--- src/rsr_pkg.sv ---
/*
 * Shared constants for the rate sensor serial readout: register map,
 * frame layout and timing counts for both the sensor end and the host end.
 * Assumes a 40 MHz system clock on both ends.
 */
// Functional notes
// sensor changes output bit on clock fall
// sensor captures input bit on clock rise
// mode 3, clock idles high, MSB first
// host keeps serial clock at most 2.5 MHz
// read takes two frames, answer second
// full duplex: answer old, take new
// answer driven only after read request
// output released while select is high
// read word: address high byte, zero low
// sensor samples on its own after reset
// sensor pulses data ready each sample
// rate high at 0x06, low at 0x04
// rate high word two's complement, zero 0
// low word MSB-justified, decimation bits valid
// temperature word at 0x02, two's complement
// registers 16 bits, low byte even address
// write frame: bit one, address, data byte
// answer word captured at frame start
package rsr_pkg;
    localparam int          FRAME_BITS    = 16;
    localparam int          ADDR_W        = 7;
    localparam int          RW_BIT        = 15;
    localparam int          ADDR_MSB      = 14;
    localparam int          ADDR_LSB      = 8;
    localparam int          DATA_MSB      = 7;
    localparam logic [6:0]  ADDR_TEMP     = 7'h02;
    localparam logic [6:0]  ADDR_RATE_LO  = 7'h04;
    localparam logic [6:0]  ADDR_RATE_HI  = 7'h06;
    localparam logic [6:0]  ADDR_DEC      = 7'h22;
    localparam int          DEC_W         = 5;
    localparam logic [4:0]  DEC_RESET     = 5'h00;
    localparam logic [15:0] WORD_RESET    = 16'h0000;
    // timing
    localparam int CLK_PERIOD_NS    = 25;
    localparam int SCLK_MAX_KHZ     = 2500;
    localparam int SCLK_HALF_CYCLES =
        (1000000 + 2 * SCLK_MAX_KHZ * CLK_PERIOD_NS - 1) / (2 * SCLK_MAX_KHZ * CLK_PERIOD_NS);
    localparam int STALL_NS         = 15000;
    localparam int STALL_CYCLES     = (STALL_NS + CLK_PERIOD_NS - 1) / CLK_PERIOD_NS;
    localparam int SAMPLE_PERIOD_NS = 488281;
    localparam int SAMPLE_CYCLES    = SAMPLE_PERIOD_NS / CLK_PERIOD_NS;
    localparam int DRDY_CYCLES      = 4;
    // host register map (APB byte addresses)
    localparam logic [7:0] REG_CMD      = 8'h00;
    localparam logic [7:0] REG_STATUS   = 8'h04;
    localparam logic [7:0] REG_RXDATA   = 8'h08;
    localparam logic [7:0] REG_INT_STAT = 8'h0c;
    localparam logic [7:0] REG_INT_CLR  = 8'h10;
    localparam logic [7:0] REG_INT_EN   = 8'h14;
    localparam int         INT_W        = 2;
    localparam int         INT_FRAME    = 0;
    localparam int         INT_DRDY     = 1;
endpackage : rsr_pkg

--- src/rsr_spi_if.sv ---
/*
 * Serial link between the rate sensor and its host.
 * The shared data-out line is modelled with a pull-up when released.
 */
`timescale 1ns/100ps
interface rsr_spi_if;
    logic sclk;
    logic cs_n;
    logic mosi;
    logic miso;
    logic miso_oe_n;
    logic drdy;
    logic miso_line;

    assign miso_line = miso_oe_n ? 1'b1 : miso;

    modport dev  (input sclk, input cs_n, input mosi,
                  output miso, output miso_oe_n, output drdy);
    modport host (output sclk, output cs_n, output mosi,
                  input miso_line, input drdy);
endinterface : rsr_spi_if

--- src/rsr_sensor.sv ---
/*
 * Sensor end: serial slave port, output data registers, sample timer.
 * Assumes the host keeps each clock half period well above the
 * two-cycle synchroniser latency of this end.
 */
`timescale 1ns/100ps
module rsr_sensor
    import rsr_pkg::*;
#(
    parameter int SAMPLE_CYC = SAMPLE_CYCLES,
    parameter int DRDY_CYC   = DRDY_CYCLES
) (
    // clock and reset
    input  wire logic        clock_i,
    input  wire logic        resetn_i,
    // link
    rsr_spi_if.dev           spi,
    // measurement inputs
    input  wire logic [31:0] rate_i,
    input  wire logic [15:0] temp_i,
    // state
    output logic [4:0]       decimation_factor_field_o,
    output logic [15:0]      rate_result_high_word_o
);
    // synchronisers
    logic [1:0] sclk_sync_reg, cs_sync_reg, mosi_sync_reg;
    logic       sclk_prev_reg, cs_prev_reg;

    always_ff @(posedge clock_i or negedge resetn_i) begin
        if (!resetn_i) begin
            sclk_sync_reg <= 2'h3;
            cs_sync_reg   <= 2'h3;
            mosi_sync_reg <= 2'h0;
            sclk_prev_reg <= 1'b1;
            cs_prev_reg   <= 1'b1;
        end else begin
            sclk_sync_reg <= {sclk_sync_reg[0], spi.sclk};
            cs_sync_reg   <= {cs_sync_reg[0], spi.cs_n};
            mosi_sync_reg <= {mosi_sync_reg[0], spi.mosi};
            sclk_prev_reg <= sclk_sync_reg[1];
            cs_prev_reg   <= cs_sync_reg[1];
        end
    end

    logic sclk_s, cs_s, mosi_s;
    logic sclk_rise, sclk_fall, frame_start, frame_end;

    assign sclk_s      = sclk_sync_reg[1];
    assign cs_s        = cs_sync_reg[1];
    assign mosi_s      = mosi_sync_reg[1];
    assign sclk_rise   = sclk_s & ~sclk_prev_reg;
    assign sclk_fall   = ~sclk_s & sclk_prev_reg;
    assign frame_start = ~cs_s & cs_prev_reg;
    assign frame_end   = cs_s & ~cs_prev_reg;

    // sample engine
    logic [31:0] sample_cnt_reg, sample_cnt_next;
    logic [7:0]  drdy_cnt_reg, drdy_cnt_next;
    logic        drdy_reg, drdy_next;
    logic [15:0] temp_reg, temp_next;
    logic [15:0] rate_lo_reg, rate_lo_next;
    logic [15:0] rate_hi_reg, rate_hi_next;
    logic [4:0]  dec_reg, dec_next;
    logic [15:0] lo_mask;

    // only the top dec_reg bits of the low word carry resolution
    assign lo_mask = ~(16'hffff >> dec_reg);

    always_comb begin
        sample_cnt_next = sample_cnt_reg + 32'h1;
        drdy_cnt_next   = drdy_cnt_reg;
        drdy_next       = drdy_reg;
        temp_next       = temp_reg;
        rate_lo_next    = rate_lo_reg;
        rate_hi_next    = rate_hi_reg;
        if (drdy_reg) begin
            if (drdy_cnt_reg == 8'(DRDY_CYC - 1)) begin
                drdy_next     = 1'b0;
                drdy_cnt_next = 8'h0;
            end else begin
                drdy_cnt_next = drdy_cnt_reg + 8'h1;
            end
        end
        if (sample_cnt_reg == 32'(SAMPLE_CYC - 1)) begin
            sample_cnt_next = 32'h0;
            rate_hi_next    = rate_i[31:16];
            rate_lo_next    = rate_i[15:0] & lo_mask;
            temp_next       = temp_i;
            drdy_next       = 1'b1;
            drdy_cnt_next   = 8'h0;
        end
    end

    always_ff @(posedge clock_i or negedge resetn_i) begin
        if (!resetn_i) begin
            sample_cnt_reg <= 32'h0;
            drdy_cnt_reg   <= 8'h0;
            drdy_reg       <= 1'b0;
            temp_reg       <= WORD_RESET;
            rate_lo_reg    <= WORD_RESET;
            rate_hi_reg    <= WORD_RESET;
        end else begin
            sample_cnt_reg <= sample_cnt_next;
            drdy_cnt_reg   <= drdy_cnt_next;
            drdy_reg       <= drdy_next;
            temp_reg       <= temp_next;
            rate_lo_reg    <= rate_lo_next;
            rate_hi_reg    <= rate_hi_next;
        end
    end

    // register read selection, 16-bit words at even addresses
    function automatic logic [15:0] read_word(input logic [6:0] addr);
        logic [6:0] base;
        base = {addr[6:1], 1'b0};
        case (base)
            ADDR_TEMP:    read_word = temp_reg;
            ADDR_RATE_LO: read_word = rate_lo_reg;
            ADDR_RATE_HI: read_word = rate_hi_reg;
            ADDR_DEC:     read_word = {11'h0, dec_reg};
            default:      read_word = WORD_RESET;
        endcase
    endfunction : read_word

    // serial port
    logic [15:0] rx_reg, rx_next;
    logic [15:0] tx_reg, tx_next;
    logic [4:0]  bit_cnt_reg, bit_cnt_next;
    logic        pend_reg, pend_next;
    logic [6:0]  pend_addr_reg, pend_addr_next;
    logic        miso_reg, miso_next;
    logic        oe_n_reg, oe_n_next;
    logic [15:0] rx_word;

    assign rx_word = {rx_reg[14:0], mosi_s};

    always_comb begin
        rx_next        = rx_reg;
        tx_next        = tx_reg;
        bit_cnt_next   = bit_cnt_reg;
        pend_next      = pend_reg;
        pend_addr_next = pend_addr_reg;
        miso_next      = miso_reg;
        oe_n_next      = oe_n_reg;
        dec_next       = dec_reg;
        if (frame_start) begin
            bit_cnt_next = 5'h0;
            tx_next      = read_word(pend_addr_reg);
            oe_n_next    = ~pend_reg;
            pend_next    = 1'b0;
        end else if (frame_end) begin
            oe_n_next = 1'b1;
        end else if (!cs_s) begin
            if (sclk_fall && !oe_n_reg) begin
                miso_next = tx_reg[15];
                tx_next   = {tx_reg[14:0], 1'b0};
            end
            if (sclk_rise && bit_cnt_reg != 5'(FRAME_BITS)) begin
                rx_next      = rx_word;
                bit_cnt_next = bit_cnt_reg + 5'h1;
                if (bit_cnt_reg == 5'(FRAME_BITS - 1)) begin
                    if (!rx_word[RW_BIT]) begin
                        pend_next      = 1'b1;
                        pend_addr_next = rx_word[ADDR_MSB:ADDR_LSB];
                    end else if (rx_word[ADDR_MSB:ADDR_LSB] == ADDR_DEC) begin
                        dec_next = rx_word[DEC_W-1:0];
                    end
                end
            end
        end
    end

    always_ff @(posedge clock_i or negedge resetn_i) begin
        if (!resetn_i) begin
            rx_reg        <= WORD_RESET;
            tx_reg        <= WORD_RESET;
            bit_cnt_reg   <= 5'h0;
            pend_reg      <= 1'b0;
            pend_addr_reg <= 7'h0;
            miso_reg      <= 1'b1;
            oe_n_reg      <= 1'b1;
            dec_reg       <= DEC_RESET;
        end else begin
            rx_reg        <= rx_next;
            tx_reg        <= tx_next;
            bit_cnt_reg   <= bit_cnt_next;
            pend_reg      <= pend_next;
            pend_addr_reg <= pend_addr_next;
            miso_reg      <= miso_next;
            oe_n_reg      <= oe_n_next;
            dec_reg       <= dec_next;
        end
    end

    assign spi.miso                  = miso_reg;
    assign spi.miso_oe_n             = oe_n_reg;
    assign spi.drdy                  = drdy_reg;
    assign decimation_factor_field_o = dec_reg;
    assign rate_result_high_word_o   = rate_hi_reg;
endmodule : rsr_sensor

--- src/flat_wrapper.sv ---
// flat-port wrapper written by rule: the top's interface ports become plain ports
module rsr_sensor_flat import rsr_pkg::*;
#(
    parameter int SAMPLE_CYC = SAMPLE_CYCLES,
    parameter int DRDY_CYC   = DRDY_CYCLES
)
  (clock_i, resetn_i, rate_i, temp_i, decimation_factor_field_o, rate_result_high_word_o, spi_sclk, spi_cs_n, spi_mosi, spi_miso, spi_miso_oe_n, spi_drdy);
  rsr_spi_if spi_i ();
  input  wire logic clock_i;
  input  wire logic resetn_i;
  input  wire logic [31:0] rate_i;
  input  wire logic [15:0] temp_i;
  output logic [4:0] decimation_factor_field_o;
  output logic [15:0] rate_result_high_word_o;
  input wire logic [$bits(spi_i.sclk)-1:0] spi_sclk;
  input wire logic [$bits(spi_i.cs_n)-1:0] spi_cs_n;
  input wire logic [$bits(spi_i.mosi)-1:0] spi_mosi;
  output wire logic [$bits(spi_i.miso)-1:0] spi_miso;
  output wire logic [$bits(spi_i.miso_oe_n)-1:0] spi_miso_oe_n;
  output wire logic [$bits(spi_i.drdy)-1:0] spi_drdy;
  assign spi_i.sclk = spi_sclk;
  assign spi_i.cs_n = spi_cs_n;
  assign spi_i.mosi = spi_mosi;
  assign spi_miso = spi_i.miso;
  assign spi_miso_oe_n = spi_i.miso_oe_n;
  assign spi_drdy = spi_i.drdy;
  rsr_sensor #(.SAMPLE_CYC(SAMPLE_CYC), .DRDY_CYC(DRDY_CYC)) u_core (.clock_i(clock_i), .resetn_i(resetn_i), .spi(spi_i), .rate_i(rate_i), .temp_i(temp_i), .decimation_factor_field_o(decimation_factor_field_o), .rate_result_high_word_o(rate_result_high_word_o));
endmodule
--- config.mk ---
export PLATFORM = sky130hd
export DESIGN_NAME = rsr_sensor_flat
export DESIGN_NICKNAME = d
export VERILOG_FILES = /design/src/rsr_pkg.sv /design/src/rsr_spi_if.sv /design/src/rsr_sensor.sv /design/src/flat_wrapper.sv
export SDC_FILE = /design/constraint.sdc
export NUM_CORES = 1
export LEC_CHECK = 0
export BUFFER_PORTS_ARGS = -buffer_cell sky130_fd_sc_hd__buf_2
export CORE_ASPECT_RATIO = 1.1
export CORE_MARGIN = 1
export CORE_UTILIZATION = 55
export CTS_BUF_LIST = sky130_fd_sc_hd__clkbuf_4 sky130_fd_sc_hd__clkbuf_8 sky130_fd_sc_hd__clkbuf_16
export DETAILED_ROUTE_END_ITERATION = 6
export GPL_ROUTABILITY_DRIVEN = 0
export PLACE_DENSITY = 0.76
export SYNTH_ARGS = -nofsm -noshare
export SYNTH_HDL_FRONTEND = slang
export SYNTH_SLANG_ARGS = --single-unit
--- constraint.sdc ---
create_clock -name clock_i -period 3.9 [get_ports clock_i]
set_input_delay 0 -clock clock_i [delete_from_list [all_inputs] [get_ports clock_i]]
set_output_delay 0 -clock clock_i [all_outputs]
set_load 0.03 [all_outputs]
==> flow_summary.json, run 1 <==
{
  "status": "finished clean",
  "wl_um": 15650,
  "setup_viol": 0,
  "crit_fanout": 12,
  "wl_per_cell_um": 17.91,
  "hp-class": "in -> reg",
  "cts_root_buf": "clkbuf_16",
  "start_util_pct": 56.53,
  "fin_crit_sh_pct": 74.10,
  "synth-simple-area-share_pct": 13.59,
  "yosysTopAreaCellShare_pct": 50.91,
  "maxCapViolations": 0,
  "die_w_um": 108.3,
  "syn-instance-count": 586,
  "critical_path.startpoint_type": "register",
  "antenna_cells": 0,
  "ys_types": 60,
  "endpoint": "u_core.pend_addr_reg[3]",
  "die_area_mm2": 0.01287,
  "core_region_area_mm2": 0.01209,
  "drive_gt1_share_pct": 27.78,
  "synthMuxAreaShare_pct": 13.73,
  "cts_resized": 0,
  "clkSinkCount": 147,
  "setup_tns_ns": 0,
  "fin_skew_ns": 0.005096,
  "rsz0062_at_grt": "no",
  "leakage_uw": 0.003922,
  "crit_required_ns": 4.21,
  "grt_max_degree": 122,
  "port_buffers": 76,
  "synth_edf_count": 0,
  "synthAdderAreaFrac_pct": 1.465,
  "cts_tree": "built",
  "wl_met3_um": 715,
  "drt_iter0_drc": 315,
  "wirelength_met1_um": 6765,
  "ant_nets": 0,
  "powerDensity_mw_per_mm2": 426.3,
  "vias": 5142,
  "grt_usage_pct": 25.93,
  "rrSetupSlack_ns": 1.01,
  "worstPathCellList": "inv_1 -> ha_1 -> nor3_1 -> nor3b_2 -> and3b_1 -> mux2_2",
  "firstDrtPassIters": 5,
  "row_count": 42,
  "total_power_uw": 3618,
  "slew_viol_final": 0,
  "grt_pass1_vias": 5144,
  "area_growth_pct": 24.23,
  "syn_nets": 647,
  "hold_viol_final": 0,
  "ys_ff_latch": 147,
  "slowest_stage": "nor3b_2",
  "largest_register_ffs": 32,
  "drc": 0,
  "synth_compound_area_share_pct": 9.980,
  "worst_pin_slew_ns": 1.365,
  "slew_headroom_pct": 8.287,
  "r2r-start": "u_core.cs_sync_reg[1]",
  "overflow": 0,
  "hold_slack_ns": 0.06040,
  "clock_path_buffers": 2,
  "synthesis.area_mm2": 0.006833,
  "hpwlAfterDp_um": 10230,
  "clock_latency_ns": 0.43,
  "ios": 77,
  "synth_top_family_by_area": "multiplexers",
  "stdcell_area_mm2": 0.008488,
  "die_y_um": 118.9,
  "nets": 768,
  "synth_seq_area_share_pct": 53.98,
  "synth_area_per_cell_um2": 11.66,
  "vias_per_cell": 5.883,
  "yosys.area.top_type": "dfrtp_1",
  "routed.top_layer": "met4",
  "htree_levels": 4,
  "most-common-layout-cells": "139 x dfrtp_1, 75 x buf_2, 67 x mux2_2, 50 x dlygate4sd3_1, 46 x nor2_1",
  "synth_flop_cell": "dfrtp_1",
  "max_stage_delay_ns": 0.75,
  "grt_pass1_wl_um": 25390,
  "ir_worst_vdd_v": 0.0003858,
  "fmax_mhz": 346.1,
  "met2_length_um": 7930,
  "ys.warnings.count": 0,
  "post_cts_buffers": 0,
  "synthXorXnorAreaFrac_pct": 4.230,
  "synth_area_leaders": "dfrtp_1 51%, mux2_2 11%, dfstp_2 3.1%",
  "layout_min_cycle_time_ns": 2.890,
  "cts_buffers": 17,
  "r2r_end": "u_core.pend_addr_reg[3]",
  "antenna_found_initial": 0,
  "cp-end-kind": "register",
  "synthArstFlopShare_pct": 100.0,
  "clkTransAtPathRegs_ns": 0.06,
  "mostFrequentLayoutCell": "dfrtp_1",
  "crit_arrival_ns": 3.20,
  "critical_path_class": "reg -> reg",
  "reg2reg_depth": 6,
  "setup.worst_path.start": "u_core.cs_sync_reg[1]",
  "place_area_mm2": 0.007332
}
-- layer usage --
layer	track usage, %	up-vias
met4	10.39	0
met1	32.75	2606
li1	-	2372
met2	43.35	139
met3	5.309	25
met5	0	-
-- timing repair --
action	4_1_cts	5_1_grt
endpoints found under the hold margin	162	0
hold buffers	50	0
setup endpoints to repair	0	0
-- critical path: cells and delay by family (launching register included) --
kind / cells / cell delay [ns]
buffers and inverters: 1 / 0.06
DFF: 1 / 0.59
adders and majority gates: 1 / 0.27
and+or+nand+nor: 3 / 1.46
muxes: 1 / 0.38
-- synth_stat cells (all sizes together), types with 2 or more instances --
cell     instances
or3              5
a21oi           27
nor2            47
o22ai           11
nand2           21
nor4b            4
o21ai           21
mux2            70
nor4bb           3
clkbuf          17
dfstp            8
and3b            4
o31ai           12
nand2b           3
o31a             3
xor2            17
dfrtp          139
mux2i           15
a22o             3
buf             12
nor3b            2
xnor2           16
nor4            13
and4             3
ha               8
a21boi           4
a2bb2oi         12
o41ai            2
nand4           14
and3            10
nor3            12
nand3           11
or4b             4
inv             18
-- logic make-up after synthesis --
| kind of cell | after synthesis |
|---|---|
| AOI/OAI and AO/OA | 102 |
| xor gates and xnor gates | 33 |
| adders and majority gates | 8 |
| buffers and inverters | 48 |
| DFF | 147 |
| muxes | 85 |
| and+or+nand+nor | 163 |
-- cell type report --
class | instances | area (µm²)
sequential | 147 | 3689
timing repair buffer | 131 | 937.1
tap | 154 | 192.7
inverter | 19 | 71.32
fill | 841 | 3598
multi-input combinational | 391 | 2943
clock buffer | 23 | 508.0
clock inverter | 9 | 147.6
-- how the worst min path moves through the flow --
stage          cells after the start  slack (ns)                      end  startpoint
4_1_cts                            3        0.05   u_core.rate_lo_reg[10]  rate_i[10]
3_3_place_gp                       1        0.11  u_core.sclk_sync_reg[0]    spi_sclk
6_report                           3        0.06   u_core.rate_lo_reg[10]  rate_i[10]
5_1_grt                            3        0.09   u_core.rate_lo_reg[10]  rate_i[10]
3_5_place_dp                       1        0.11  u_core.sclk_sync_reg[0]    spi_sclk
2_1_floorplan                      0       -0.30    u_core.bit_cnt_reg[0]    resetn_i
-- power by group --
group / leakage, µW / switching (µW) / internal (µW)
clock network: 0.000325 / 612 / 1170
logic: 0.00169 / 92.6 / 106
registers: 0.00191 / 44.2 / 1600
total: 0.00392 / 749 / 2870
-- metrics by stage --
stage / std cells / worst slack, ns / util [%]
5_1_grt: 874 / 0.8509 / 70.23
2_1_floorplan: 586 / 1.660 / -
3_3_place_gp: 792 / 1.237 / 60.66
4_1_cts: 874 / 1.050 / 70.23
3_5_place_dp: 792 / 1.078 / 60.66
6_report: 874 / 1.010 / 70.23
Note: power is estimated with default switching activity, not from simulation.
==> run 2: changes to the inputs <==
- ABC_AREA: unset -> 1
- PLACE_DENSITY: 0.76 -> 0.75
- clock period: 3.9 -> 2.9 ns (I/O delays scaled with it)
==> run 2 against run 1 <==
Effect of this change: fmax rose by 16%; die area is 8.5% higher; synthesized cell count grew 57%; largest power group unchanged; critical path type unchanged; sequential share of layout area shrank 2.6 points; clock-buffer cell count unchanged; synthesized area up 8.7%; setup slack worse by 0.59 ns.
==> flow_summary.json, run 2 <==
{
  "place_area_mm2": 0.007871,
  "row_count": 44,
  "powerDensity_mw_per_mm2": 532.6,
  "synthesis.area_mm2": 0.007426,
  "grt_pass1_wl_um": 28630,
  "vias": 6464,
  "most-common-layout-cells": "259 x nand2_1, 139 x dfrtp_1, 107 x nor2_1, 101 x inv_1, 75 x buf_2",
  "wl_um": 17670,
  "critical_path.startpoint_type": "register",
  "mostFrequentLayoutCell": "nand2_1",
  "synth_commonest_cells": "259 x nand2_1, 139 x dfrtp_1, 107 x nor2_1",
  "rsz0062_at_grt": "no",
  "synth_most_common_cell": "nand2_1",
  "fmax_mhz": 402.8,
  "ios": 77,
  "core_region_area_mm2": 0.01321,
  "gr-usage-met3_pct": 5.061,
  "critical_path_class": "reg -> reg",
  "ir_worst_vdd_v": 0.0003715,
  "grt_usage_pct": 26.80,
  "nets": 1104,
  "crit_arrival_ns": 2.78,
  "area_growth_pct": 21.45,
  "fin_crit_sh_pct": 85.60,
  "ys.warnings.count": 0,
  "ant_nets": 0,
  "drive_gt1_share_pct": 15.91,
  "syn_nets": 980,
  "cts_buffers": 17,
  "slew_headroom_pct": 55.04,
  "die_area_mm2": 0.01397,
  "wl_per_cell_um": 14.52,
  "ys_types": 35,
  "grtUsageMet2_pct": 42.90,
  "grt_use_met1_pct": 36.12,
  "start_util_pct": 56.20,
  "die_w_um": 112.8,
  "layout_min_cycle_time_ns": 2.482,
  "setup_tns_ns": 0,
  "cts_tree": "built",
  "grt_pass1_vias": 5870,
  "stdcell_area_mm2": 0.009019,
  "grt_max_degree": 66,
  "synth_edf_count": 0,
  "port_buffers": 76,
  "clkSinkCount": 147,
  "hp-class": "in -> async",
  "drt_iter0_drc": 560,
  "gr-max-usage-layer": "met2",
  "largest_register_ffs": 32,
  "fin_skew_ns": 0.005349,
  "fill_cells": 1061,
  "synth_area_leaders": "dfrtp_1 47%, nand2_1 13%, nor2_1 5.4%",
  "vias_per_cell": 5.311,
  "overflow": 0,
  "synth_seq_area_share_pct": 49.67,
  "drc": 0,
  "synth_flop_cell": "dfrtp_1",
  "synth_area_per_cell_um2": 8.080,
  "post_cts_buffers": 0,
  "hpwlAfterDp_um": 11630,
  "hold_viol_final": 0,
  "crit_fanout": 28,
  "leakage_uw": 0.004297,
  "synthArstFlopShare_pct": 100.0,
  "slew_viol_final": 0,
  "clock_latency_ns": 0.43,
  "setup_viol": 0,
  "worst_pin_slew_ns": 0.6743,
  "firstDrtPassIters": 5,
  "cts_root_buf": "clkbuf_16",
  "clkTransAtPathRegs_ns": 0.06,
  "antenna_found_initial": 0,
  "htree_levels": 4,
  "maxCapViolations": 0,
  "crit_required_ns": 3.20,
  "ys_ff_latch": 147,
  "die_y_um": 123.9,
  "yosys.area.top_type": "dfrtp_1",
  "antenna_cells": 0,
  "yosysTopAreaCellShare_pct": 46.84,
  "clock_path_buffers": 2,
  "status": "finished clean",
  "cp-end-kind": "register",
  "syn-instance-count": 919
}
run 2: cells by family after synthesis:
group	after synthesis	synth area share, %
AO/OA/AOI/OAI	121	9.402
flip-flops	147	49.67
AND/OR/NAND/NOR	483	28.73
buffers and inverters	139	8.374
adder cells (fa/ha/maj)	8	1.348
XOR/XNOR	21	2.477
run 2: metrics by stage:
stage          cells  setup slack, ns  hold slack [ns]  total power (µW)  utilization [%]
2_1_floorplan    919            1.025          -0.2956              2352                -
3_3_place_gp    1133           0.5679         0.006858              2465            59.57
3_5_place_dp    1133           0.4724         0.005459              2473            59.57
4_1_cts         1217           0.3984           0.1188              4820            68.26
5_1_grt         1217           0.2369           0.1556              4952            68.26
6_report        1217           0.4175          0.09988              4803            68.26
run 2: routing by layer:
| layer | vias to the layer above | routed length (µm) |
|---|---|---|
| met3 | 31 | 982 |
| met1 | 3024 | 8056 |
| met4 | 0 | 459 |
| met5 | - | 0 |
| li1 | 3187 | - |
| met2 | 222 | 8174 |
run 2: path summary, 6_finish.rpt:
check                                          end  slack (ns)                     from  depth (start not counted)
max                        u_core.pend_addr_reg[4]        0.42    u_core.cs_sync_reg[1]                          8
min                         u_core.drdy_cnt_reg[2]         0.1                 resetn_i                          2
max reg2reg                u_core.pend_addr_reg[4]        0.42    u_core.cs_sync_reg[1]                          8
min reg2reg                u_core.mosi_sync_reg[1]        0.35  u_core.mosi_sync_reg[0]                          0
max in group asynchronous    u_core.cs_sync_reg[1]        2.04                 resetn_i                          3
min in group clock_i       u_core.mosi_sync_reg[0]        0.21                 spi_mosi                          2
run 2: final cells by class:
cell class              count  area (µm²)  area share [%]
inverters                 111       416.7           4.620
multi-input cells         633        3115           34.54
clock buffers              23       501.7           5.563
repair buffers            133       969.7           10.75
well taps                 161       201.4           2.234
clock inverters             9       125.1           1.387
flip-flops and latches    147        3689           40.90
run 2: report_power, final:
group | internal, µW | total (µW) | switching (µW) | leakage [µW]
clock | 1470 | 2310 | 838 | 0.000308
sequential | 2150 | 2210 | 55.6 | 0.00171
combinational | 133 | 290 | 157 | 0.00228
total | 3750 | 4800 | 1050 | 0.00430
run 2: worst max-delay path, cell delays in order (launching register included):
cell     delay [ns]
dfstp_2        0.61
inv_1          0.06
ha_1           0.32
nor3_4         0.28
nand3_4        0.27
inv_2          0.20
nand2_1        0.33
nand2_1        0.19
o21ai_2        0.07
run 2: repair_timing:
item | in CTS | in global routing
hold buffers | 52 | 0
resized for setup | 0 | 0
endpoints found under the setup margin | 0 | 0
hold endpoints to repair | 109 | 0
==> run 3: changes to the inputs <==
- ABC_AREA: 1 -> unset
- CORE_UTILIZATION: 55 -> 29
- PLACE_DENSITY: 0.75 -> unset
==> run 3 against run 2 <==
Effect of this change: sequential power barely moved; hold slack got worse by 0.071 ns; setup slack improved by 0.13 ns; clock-buffer cell count fell by 4; combinational power fell by 6%; largest cell class unchanged.
==> flow_summary.json, run 3 (synthesis gave the netlist of run 1 again) <==
{
  "clock_latency_ns": 0.43,
  "status": "finished clean",
  "cts_root_buf": "clkbuf_16",
  "firstDrtPassIters": 4,
  "setup_tns_ns": 0,
  "slew_viol_final": 0,
  "hpwlAfterDp_um": 11040,
  "critical_path_class": "reg -> reg",
  "ant_nets": 0,
  "wl_per_cell_um": 15.57,
  "most-common-layout-cells": "139 x dfrtp_1, 75 x buf_2, 67 x mux2_2, 51 x dlygate4sd3_1, 46 x nor2_1",
  "r2r-start": "u_core.bit_cnt_reg[0]",
  "ir_worst_vdd_v": 0.0003013,
  "drive_gt1_share_pct": 28.43,
  "largest_register_ffs": 32,
  "grt_pass1_vias": 5028,
  "layout_min_cycle_time_ns": 2.352,
  "reg2reg_depth": 7,
  "ios": 77,
  "rsz0062_at_grt": "no",
  "slew_headroom_pct": 54.72,
  "worst_pin_slew_ns": 0.6792,
  "powerDensity_mw_per_mm2": 548.9,
  "grt_max_degree": 67,
  "worstPathCellList": "ha_1 -> and3_1 -> ha_1 -> or4b_1 -> nor4b_1 -> nand2_1 -> mux2_2",
  "clock_path_buffers": 2,
  "area_growth_pct": 27.54,
  "crit_arrival_ns": 2.66,
  "cp_top_family": "simple AND/OR/NAND/NOR gates",
  "r2r_end": "u_core.decimation_factor_field_o[0]",
  "hold_slack_ns": 0.02927,
  "cts_resized": 0,
  "htree_levels": 4,
  "die_w_um": 148.4,
  "hold_viol_final": 0,
  "nets": 776,
  "overflow": 0,
  "max_stage_delay_ns": 0.44,
  "row_count": 58,
  "clkTransAtPathRegs_ns": 0.06,
  "drt_iter0_drc": 280,
  "wl_um": 16010,
  "vias_per_cell": 4.801,
  "leakage_uw": 0.003942,
  "cts_tree": "built",
  "fmax_mhz": 425.2,
  "worst-path-stages": 7,
  "rrSetupSlack_ns": 0.55,
  "crit_buf_inv": 0,
  "start_util_pct": 29.70,
  "antenna_found_initial": 0,
  "crit_top_cell": "ha_1",
  "vias": 4935,
  "port_buffers": 76,
  "die_y_um": 163.0,
  "crit_required_ns": 3.21,
  "die_area_mm2": 0.02418,
  "antenna_cells": 0,
  "endpoint": "u_core.decimation_factor_field_o[0]",
  "cts_buffers": 17,
  "core_region_area_mm2": 0.02300,
  "fin_skew_ns": 0.009650,
  "grt_pass1_wl_um": 26490,
  "cp-end-kind": "register",
  "clkSinkCount": 147,
  "fin_crit_sh_pct": 81.11,
  "slowest_stage": "or4b_1",
  "maxCapViolations": 0,
  "setup.worst_path.start": "u_core.bit_cnt_reg[0]",
  "hp-class": "in -> reg",
  "drc": 0,
  "critical_path.startpoint_type": "register",
  "grt_usage_pct": 14.18,
  "setup_viol": 0,
  "mostFrequentLayoutCell": "dfrtp_1",
  "crit_fanout": 5
}
## run 3: cell types whose count changed in the layout (fill, tap and decap cells not counted), moves of 14 or more
| cell | delta |
|---|---|
| nand2_1 | -238 |
| inv_1 | -83 |
| mux2_2 | +67 |
| nor2_1 | -61 |
| nand3_1 | -35 |
| o21ai_0 | -35 |
| nand4_1 | -18 |
| mux2i_1 | +15 |
| xnor2_1 | +14 |
## run 3: worst min-delay path, delay by kind of cell
family	cells	cell delay, ns
compound gates	1	0.18
mux	1	0.17
buf+inv	1	0.08
## run 3: final cells by class
type                    count  area [µm²]
clock buffers              19       452.9
clock inverters            13       171.4
fillers                  2266       14290
inverters                  19       71.32
multi-input cells         391        2943
flip-flops and latches    147        3689
well taps                 300       375.4
repair buffers            139        1012
## run 3: repair_timing
item / 4_1_cts / 5_1_grt
setup buffers: 0 / 0
hold buffers: 51 / 0
endpoints found under the hold margin: 114 / 0
## run 3: worst min-delay path by stage
stage | from | endpoint | slack (ns) | cells after the start
global route | rate_i[11] | u_core.rate_lo_reg[11] | 0.08 | 3
CTS | rate_i[11] | u_core.rate_lo_reg[11] | 0.005 | 3
finish | rate_i[11] | u_core.rate_lo_reg[11] | 0.03 | 3
detailed placement | resetn_i | u_core.sample_cnt_reg[21] | 0.04 | 1
global placement | resetn_i | u_core.sample_cnt_reg[23] | 0.04 | 1
floorplan | resetn_i | u_core.bit_cnt_reg[0] | -0.30 | 0
## run 3: per-layer routing
layer  track usage (%)  vias up  wire [µm]
li1                  -     2399          -
met4             4.827        0        246
met3             3.305       16        590
met2             22.45       92       7654
met5                 0        -          0
met1             18.97     2428       7519
## run 3: where the power goes
group          leakage [µW]  internal, µW  switching, µW
registers           0.00191          2140           58.4
clock network      0.000301          1410            897
logic               0.00173           149            123
## run 3: stage by stage
stage / setup slack, ns / total power (µW) / instances / utilization (%) / instance area, µm²
floorplan: 0.6603 / 2334 / 586 / - / 6833
global placement: 0.6041 / 2455 / 945 / 32.95 / 7580
detailed placement: 0.5468 / 2461 / 945 / 32.95 / 7580
CTS: 0.5192 / 4855 / 1028 / 37.88 / 8715
global route: 0.3830 / 4974 / 1028 / 37.88 / 8715
finish: 0.5479 / 4784 / 1028 / 37.88 / 8715
